**src/core/dmrc_pkg.sv**
```systemverilog
// package: constants for the memory routing and encryption check block
package dmrc_pkg;
   // ----------------------------------------
   // address geometry
   // ----------------------------------------
   localparam int PA_W           = 52;
   localparam int LIMIT_LSB      = 23;
   localparam int LIMIT_MSB      = 51;
   localparam int LIMIT_W        = LIMIT_MSB - LIMIT_LSB + 1;
   localparam int FOUR_GB_LSB    = 32;
   localparam int CAP_W          = 32;
   localparam int CBIT_POS_W     = 6;
   localparam int REDUCE_W       = 6;
   // ----------------------------------------
   // system configuration register fields
   // ----------------------------------------
   localparam int CFG_LOW_EN_BIT  = 20;
   localparam int CFG_HIGH_EN_BIT = 21;
   localparam int CFG_ENC_EN_BIT  = 23;
   // ----------------------------------------
   // capability register fields
   // ----------------------------------------
   localparam int CAP_ENC_SUP_BIT = 0;
   localparam int CAP_CBIT_LSB    = 8;
   localparam int CAP_REDUCE_LSB  = 16;
   // ----------------------------------------
   // reset values
   // ----------------------------------------
   localparam logic [63:0] LIMIT_RST = 64'h0000_0000_0000_0000;
   localparam logic [31:0] CFG_RST   = 32'h0000_0000;
   // ----------------------------------------
   // memory types checked by the route table
   // ----------------------------------------
   localparam logic [2:0] MT_UC = 3'h0;
   localparam logic [2:0] MT_WC = 3'h1;
   localparam logic [2:0] MT_WT = 3'h4;
   localparam logic [2:0] MT_WP = 3'h5;
   localparam logic [2:0] MT_WB = 3'h6;
   // ----------------------------------------
   // translation walk states
   // ----------------------------------------
   typedef enum logic [1:0] {
      DMRC_IDLE,
      DMRC_CHECK,
      DMRC_DONE
   } dmrc_state_e;
endpackage

```
**src/core/dmrc_route_table.sv**
```systemverilog
// module: allowed read/write route versus memory type combinations
`timescale 1ns/1ns
module dmrc_route_table
   import dmrc_pkg::*;
(
   // combination in
   input  wire logic       i_read_route_bit,
   input  wire logic       i_write_route_bit,
   input  wire logic [2:0] i_mem_type,
   // verdict out
   output logic            o_allowed
);
   always_comb
   begin
      o_allowed = 1'b0;
      case ({i_read_route_bit, i_write_route_bit})
         2'b00:
         begin
            o_allowed = (i_mem_type == MT_UC) || (i_mem_type == MT_WC) ||
                        (i_mem_type == MT_WT) || (i_mem_type == MT_WP);
         end
         2'b01:
         begin
            // shadow fill: uncached only, every other type reserved
            o_allowed = (i_mem_type == MT_UC);
         end
         2'b10:
         begin
            o_allowed = (i_mem_type == MT_UC) || (i_mem_type == MT_WP);
         end
         2'b11:
         begin
            o_allowed = (i_mem_type == MT_UC) || (i_mem_type == MT_WC) ||
                        (i_mem_type == MT_WT) || (i_mem_type == MT_WB);
         end
         default:
         begin
            o_allowed = 1'b0;
         end
      endcase
   end
endmodule

```
**src/core/dmrc_top.sv**
```systemverilog
// module: physical address routing and encryption attribute checking
`timescale 1ns/1ns
module dmrc_top
   import dmrc_pkg::*;
#(
   parameter int                  CBIT_POS      = 47,
   parameter int                  REDUCE_BITS   = 5,
   parameter logic                ENC_SUPPORTED = 1'b1
)
(
   // clock and reset
   input  wire logic              i_sys_clk,
   input  wire logic              i_srst,
   // register writes
   input  wire logic              i_low_limit_wr,
   input  wire logic              i_high_limit_wr,
   input  wire logic              i_cfg_wr,
   input  wire logic [63:0]       i_wr_data,
   // processor mode
   input  wire logic              i_paging_en,
   input  wire logic              i_physical_address_extension_control,
   input  wire logic              i_legacy_ext_mode,
   input  wire logic              i_system_management_mode,
   // access request
   input  wire logic              i_acc_valid,
   input  wire logic [PA_W-1:0]   i_acc_addr,
   input  wire logic              i_acc_write,
   input  wire logic              i_acc_enc_attr,
   input  wire logic [2:0]        i_acc_mem_type,
   input  wire logic              i_acc_read_route_bit,
   input  wire logic              i_acc_write_route_bit,
   input  wire logic              i_acc_range_hit,
   // translation entry check
   input  wire logic              i_pte_valid,
   input  wire logic [63:0]       i_pte,
   input  wire logic              i_pte_upper_level,
   input  wire logic              i_pte_is_pdpt_ptr,
   // register readback
   output logic [63:0]            o_low_memory_top_limit,
   output logic [63:0]            o_high_memory_top_limit,
   output logic [31:0]            o_system_configuration_register,
   output logic [CAP_W-1:0]       o_capability,
   // access result
   output logic                   o_acc_done,
   output logic                   o_acc_to_mem,
   output logic                   o_acc_encrypt,
   output logic                   o_acc_decrypt,
   output logic                   o_acc_combo_bad,
   output logic                   o_machine_check,
   // translation result
   output logic                   o_pte_done,
   output logic                   o_page_fault,
   output logic                   o_next_table_enc
);
   // ----------------------------------------
   // registers
   // ----------------------------------------
   logic [LIMIT_W-1:0] low_lim_reg,  low_lim_next;
   logic [LIMIT_W-1:0] high_lim_reg, high_lim_next;
   logic [31:0]        cfg_reg,      cfg_next;

   always_comb
   begin
      low_lim_next  = i_low_limit_wr  ? i_wr_data[LIMIT_MSB:LIMIT_LSB] : low_lim_reg;
      high_lim_next = i_high_limit_wr ? i_wr_data[LIMIT_MSB:LIMIT_LSB] : high_lim_reg;
      cfg_next      = i_cfg_wr        ? i_wr_data[31:0]                : cfg_reg;
   end

   always_ff @(posedge i_sys_clk)
   begin
      if (i_srst)
      begin
         low_lim_reg  <= LIMIT_RST[LIMIT_W-1:0];
         high_lim_reg <= LIMIT_RST[LIMIT_W-1:0];
         cfg_reg      <= CFG_RST;
      end
      else
      begin
         low_lim_reg  <= low_lim_next;
         high_lim_reg <= high_lim_next;
         cfg_reg      <= cfg_next;
      end
   end

   // ----------------------------------------
   // derived controls
   // ----------------------------------------
   logic low_en, high_en, enc_on, mode_ok;
   logic [PA_W-1:0] addr_mask;
   assign low_en  = cfg_reg[CFG_LOW_EN_BIT];
   assign high_en = cfg_reg[CFG_HIGH_EN_BIT];
   // key is internal to the cipher; nothing here can reach it
   assign enc_on  = ENC_SUPPORTED && cfg_reg[CFG_ENC_EN_BIT];
   // management mode needs nothing extra: same paging gate, same width limits
   assign mode_ok = i_paging_en && i_physical_address_extension_control;

   // reduced width mask, attribute bit always dropped when encryption is on
   always_comb
   begin
      addr_mask = '1;
      if (enc_on)
      begin
         for (int b = 0; b < PA_W; b++)
         begin
            if (b >= PA_W - REDUCE_BITS || b == CBIT_POS)
            begin
               addr_mask[b] = 1'b0;
            end
         end
      end
   end

   // ----------------------------------------
   // routing
   // ----------------------------------------
   logic [PA_W-1:0] chk_addr;
   logic [PA_W-1:0] low_top, high_top;
   logic            below4g, to_mem, combo_ok;
   assign chk_addr = i_acc_addr & addr_mask;
   assign low_top  = {low_lim_reg,  {LIMIT_LSB{1'b0}}};
   assign high_top = {high_lim_reg, {LIMIT_LSB{1'b0}}};
   assign below4g  = (chk_addr[PA_W-1:FOUR_GB_LSB] == '0);

   assign to_mem = below4g ? (low_en && (chk_addr < low_top))
                           : (high_en && (chk_addr < high_top));

   dmrc_route_table u_table
   (
      .i_read_route_bit  (i_acc_read_route_bit),
      .i_write_route_bit (i_acc_write_route_bit),
      .i_mem_type        (i_acc_mem_type),
      .o_allowed         (combo_ok)
   );

   // ----------------------------------------
   // access result
   // ----------------------------------------
   logic acc_done_reg, acc_done_next, mem_reg, mem_next;
   logic enc_reg, enc_next, dec_reg, dec_next;
   logic bad_reg, bad_next, mce_reg, mce_next;
   logic acc_enc;
   // one attribute per page, page size does not matter
   assign acc_enc = enc_on && mode_ok && i_acc_enc_attr;

   always_comb
   begin
      acc_done_next = i_acc_valid;
      mem_next      = 1'b0;
      enc_next      = 1'b0;
      dec_next      = 1'b0;
      bad_next      = 1'b0;
      mce_next      = 1'b0;
      if (i_acc_valid)
      begin
         mem_next = to_mem;
         if (i_acc_range_hit)
         begin
            mem_next = i_acc_write ? i_acc_write_route_bit : i_acc_read_route_bit;
            bad_next = !combo_ok;
         end
         // encryption only on the memory path; toggling the attribute rewrites nothing
         enc_next = acc_enc && mem_next && i_acc_write;
         dec_next = acc_enc && mem_next && !i_acc_write;
         mce_next = acc_enc && !mem_next;
      end
   end

   always_ff @(posedge i_sys_clk)
   begin
      if (i_srst)
      begin
         acc_done_reg <= 1'b0;
         mem_reg      <= 1'b0;
         enc_reg      <= 1'b0;
         dec_reg      <= 1'b0;
         bad_reg      <= 1'b0;
         mce_reg      <= 1'b0;
      end
      else
      begin
         acc_done_reg <= acc_done_next;
         mem_reg      <= mem_next;
         enc_reg      <= enc_next;
         dec_reg      <= dec_next;
         bad_reg      <= bad_next;
         mce_reg      <= mce_next;
      end
   end

   // ----------------------------------------
   // translation entry check
   // ----------------------------------------
   dmrc_state_e state_reg, state_next;
   logic pte_done_reg, pte_done_next, pf_reg, pf_next, nte_reg, nte_next;
   logic [63:0] pte_hold_reg, pte_hold_next;
   logic        upper_reg, upper_next, pdpt_reg, pdpt_next;
   logic [63:0] rsv_mask;

   always_comb
   begin
      rsv_mask = '0;
      for (int b = 0; b < PA_W; b++)
      begin
         if (b >= PA_W - REDUCE_BITS && b != CBIT_POS)
         begin
            rsv_mask[b] = 1'b1;
         end
      end
   end

   always_comb
   begin
      state_next    = state_reg;
      pte_hold_next = pte_hold_reg;
      upper_next    = upper_reg;
      pdpt_next     = pdpt_reg;
      pte_done_next = 1'b0;
      pf_next       = 1'b0;
      nte_next      = 1'b0;
      case (state_reg)
         DMRC_IDLE:
         begin
            if (i_pte_valid)
            begin
               pte_hold_next = i_pte;
               upper_next    = i_pte_upper_level;
               pdpt_next     = i_pte_is_pdpt_ptr;
               state_next    = DMRC_CHECK;
            end
         end
         DMRC_CHECK:
         begin
            pte_done_next = 1'b1;
            pf_next = enc_on && ((pte_hold_reg & rsv_mask) != '0);
            // 32-bit base cannot carry an upper attribute bit
            nte_next = enc_on && mode_ok && upper_reg && pte_hold_reg[CBIT_POS] &&
                       !(i_legacy_ext_mode && pdpt_reg && CBIT_POS >= 32);
            state_next = DMRC_DONE;
         end
         DMRC_DONE:
         begin
            state_next = DMRC_IDLE;
         end
         default:
         begin
            state_next = DMRC_IDLE;
         end
      endcase
   end

   always_ff @(posedge i_sys_clk)
   begin
      if (i_srst)
      begin
         state_reg    <= DMRC_IDLE;
         pte_hold_reg <= '0;
         upper_reg    <= 1'b0;
         pdpt_reg     <= 1'b0;
         pte_done_reg <= 1'b0;
         pf_reg       <= 1'b0;
         nte_reg      <= 1'b0;
      end
      else
      begin
         state_reg    <= state_next;
         pte_hold_reg <= pte_hold_next;
         upper_reg    <= upper_next;
         pdpt_reg     <= pdpt_next;
         pte_done_reg <= pte_done_next;
         pf_reg       <= pf_next;
         nte_reg      <= nte_next;
      end
   end

   // ----------------------------------------
   // readback and capability
   // ----------------------------------------
   logic [CAP_W-1:0] cap_reg, cap_next;
   always_comb
   begin
      cap_next = '0;
      cap_next[CAP_ENC_SUP_BIT] = ENC_SUPPORTED;
      cap_next[CAP_CBIT_LSB +: CBIT_POS_W] = CBIT_POS_W'(CBIT_POS);
      cap_next[CAP_REDUCE_LSB +: REDUCE_W] = REDUCE_W'(REDUCE_BITS);
   end

   always_ff @(posedge i_sys_clk)
   begin
      if (i_srst)
      begin
         cap_reg <= '0;
      end
      else
      begin
         cap_reg <= cap_next;
      end
   end

   assign o_low_memory_top_limit  = {12'h000, low_lim_reg, 23'h0};
   assign o_high_memory_top_limit = {12'h000, high_lim_reg, 23'h0};
   assign o_system_configuration_register = cfg_reg;
   assign o_capability    = cap_reg;
   assign o_acc_done      = acc_done_reg;
   assign o_acc_to_mem    = mem_reg;
   assign o_acc_encrypt   = enc_reg;
   assign o_acc_decrypt   = dec_reg;
   assign o_acc_combo_bad = bad_reg;
   assign o_machine_check = mce_reg;
   assign o_pte_done      = pte_done_reg;
   assign o_page_fault    = pf_reg;
   assign o_next_table_enc = nte_reg;
endmodule

```
**config.mk**
```make
export PLATFORM = sky130hd
export DESIGN_NAME = dmrc_top
export DESIGN_NICKNAME = d
export VERILOG_FILES = /design/src/core/dmrc_pkg.sv /design/src/core/dmrc_route_table.sv /design/src/core/dmrc_top.sv
export SDC_FILE = /design/constraint.sdc
export NUM_CORES = 1
export LEC_CHECK = 0
export BUFFER_PORTS_ARGS = -buffer_cell sky130_fd_sc_hd__buf_2
export CAP_MARGIN = 5
export CORE_AREA = 2 2 155 157
export CTS_CLUSTER_DIAMETER = 80
export CTS_CLUSTER_SIZE = 20
export DETAILED_ROUTE_END_ITERATION = 7
export DIE_AREA = 0 0 157 159
export HOLD_SLACK_MARGIN = 0.08
export PLACE_DENSITY_LB_ADDON = 0.05
export SLEW_MARGIN = 5
export SYNTH_ARGS = -nofsm -noshare
export SYNTH_HDL_FRONTEND = slang
export SYNTH_SLANG_ARGS = --single-unit
```
**constraint.sdc**
```tcl
create_clock -name i_sys_clk -period 1.76 [get_ports i_sys_clk]
set_input_delay 0.088 -clock i_sys_clk [delete_from_list [all_inputs] [get_ports i_sys_clk]]
set_output_delay 0.088 -clock i_sys_clk [all_outputs]
set_load 0.02 [all_outputs]
```
==> results_dict.tcl <==
set metrics [dict create \
    dp_slack_ns -0.320 \
    io_buffer_count 212 \
    antenna_found_initial 0 \
    rsz0062_at_grt "yes" \
    yosysUniqueCellTypes 44 \
    fin_nets 1262 \
    detail_route.iter0.violations 143 \
    grt_max_degree 40 \
    initial_utilization_pct 26.4 \
    die_w_um 157 \
    cpMaxStageDelayCell "dfxtp_4" \
    num_rows 56 \
    clock_sinks 109 \
    grt_usage_pct 14.7 \
    drt_first_pass_iters 4 \
    hold_path_depth 2 \
    via_per_inst 4.03 \
    ys.flop_type "dfxtp_1" \
    die-height_um 159 \
    setup_violations 4 \
    dieArea_um2 25000 \
    maxSlewViolCount 0 \
    status "complete, but fails checks" \
    grt_pass1_wl_um 28800 \
    cts_tree "done" \
    drive_gt1_share_pct 33.3 \
    path_class "reg -> reg" \
    crit_family "simple AND/OR/NAND/NOR gates" \
    route.vias.total 5345 \
    start_kind "register" \
    period_share_pct 112 \
    io_pins 402 \
    critPathMaxStageDelay_ns 0.46 \
    yosysSeqAreaShare_pct 35.7 \
    tns_ns -0.743 \
    cts_root_buf "clkbuf_16" \
    placed_cell_area_um2 7660 \
    cp-end-kind "register" \
    worst-path-buf-inv 0 \
    final_antenna_net_count 0 \
    cts-htree-levels 3 \
    rr_worst_depth 8 \
    grt_pass1_vias 5454 \
    fin_skew_ns 0.00976 \
    fin_area_um2 8850 \
    clk_latency_ns 0.36 \
    yosysTopAreaCell "dfxtp_1" \
    hold_viol 0 \
    yosys-top-cells-count "109 x dfxtp_1, 107 x nor2_1, 101 x buf_4" \
    synth_area_um2 6120 \
    gr-usage-met1_pct 18.7 \
    ys_seq_elements 109 \
    syn_avg_cell_area_um2 9.08 \
    min_period_ns 1.96 \
    synthCells 674 \
    crit_fanout 7 \
    min_path_type "in -> reg" \
    routed_wl_um 18200 \
    clockBufferDepth 2 \
    n_antenna_cell 0 \
    power_leakage_nw 4.54 \
    drv_cap 0 \
    yosysWarnings 0 \
    violations "setup timing" \
    p_per_area_nw_per_um2 747 \
    cp_num_cells 8 \
    clk_pin_slew_worst_paths_ns 0.09 \
    largest_reg_flops 32 \
    gr-usage-met3_pct 3.40 \
    drc 0 \
    ys_top_cells_by_area "dfxtp_1 36%, mux2i_1 16%, buf_4 12%, ha_1 12%, nor2_1 6.6%" \
    use_met2_pct 24.5 \
    dp_hpwl_um 14400 \
    wl_per_cell_um 13.7 \
    area_growth_pct 44.7 \
    worstPathRequired_ns 2.06 \
    ys_async_sr_fraction_pct 0 \
    yosysMostFrequentCell "dfxtp_1" \
    worstPathCellList "nor2b_4 -> ha_4 -> nand2_4 -> nor4_4 -> nand2_1 -> a32oi_2 -> a41o_1 -> and3b_1" \
    synth_edf_count 0 \
    grt_overflow 0 \
    ir_drop_v 0.000462 \
    core_area_um2 23200 \
    setup_ws_ns -0.204 \
    timing.hold.ws_ns 0.0914 \
    cts_buffers 9 \
    cp.arrival_ns 2.27 \
    synth_top_area_share_pct 35.7 \
    globalplace.congestion 0.785 \
    fmax_mhz 509 \
    final_core_util_pct 38.2 \
    grt_most_used_layer "met2" \
]
-- kinds of logic (layout without fill, tap and decap cells) --
| logic type | count (synthesis) | in the layout | synth area share [%] |
|---|---|---|---|
| flops | 109 | 109 | 35.7 |
| compound gates | 55 | 55 | 6.22 |
| other cells | 1 | 94 | 0.0613 |
| xor+xnor | 1 | 1 | 0.143 |
| simple gates | 170 | 170 | 12.6 |
| buf+inv | 182 | 422 | 17.4 |
| mux | 97 | 97 | 15.9 |
| fa+ha+maj | 59 | 59 | 12.1 |
-- cell usage in the layout, fill, tap and decap left out, types with 6 or more instances in the layout --
cell and count:
conb_1 94, ha_4 6, clkbuf_16 9, nand3_1 6
nand2_1 16, buf_2 211, nor2_1 107, inv_1 60
dfxtp_1 100, mux2i_1 97, ha_1 53, o21ai_0 7
nand4_1 7, dlygate4sd3_1 65, dfxtp_2 7, a21oi_1 17
buf_4 65
-- worst register-to-register path: stages, from the launching register on --
cell	delay, ns
dfxtp_4	0.46
nor2b_4	0.08
ha_4	0.28
nand2_4	0.07
nor4_4	0.28
nand2_1	0.12
a32oi_2	0.25
a41o_1	0.20
and3b_1	0.17
-- what timing repair did --
action                                  4_1_cts  5_1_grt
pin swaps                                     5       12
resized for setup                            17       11
hold buffers                                 65        0
hold endpoints to repair                    102        0
endpoints found under the setup margin        4        4
buffers inserted                              4        1
-- area by class of cell --
cell class                 instances  area (µm²)
inverter                          60         225
tap                              319         399
sequential                       109        2200
timing repair buffer             346        2290
fill                            2390       14300
clock inverter                     7         100
multi-input combinational        476        3410
clock buffer                       9         225
-- routing by layer --
layer / vias up / part of all wire (%)
met5: - / 0
met3: 11 / 6.5
met2: 193 / 47
li1: 2710 / -
met1: 2431 / 45
met4: 0 / 1.4
-- power by group --
group	leakage [nW]	internal [mW]	total, mW	switching (mW)
logic	3.48	0.721	1.68	0.954
registers	0.903	2.61	2.69	0.0843
clock network	0.158	1.15	2.25	1.10
total	4.54	4.48	6.62	2.14
-- path summary, 6_finish.rpt --
kind,from,to,slack [ns]
setup / recovery,o_system_configuration_register[23],o_machine_check,-0.20
hold / removal,i_acc_valid,o_acc_done,0.09
setup reg to reg,o_system_configuration_register[23],o_machine_check,-0.20
hold reg to reg,state_reg[1],state_reg[0],0.49
-- metrics by stage --
step	instances	total power, mW
floorplan	767	3.81
global placement	1240	4.24
detailed placement	1240	4.25
CTS	1325	6.71
global route	1326	7.02
finish	1326	6.62
No activity file was read; power rests on OpenSTA's default activity.
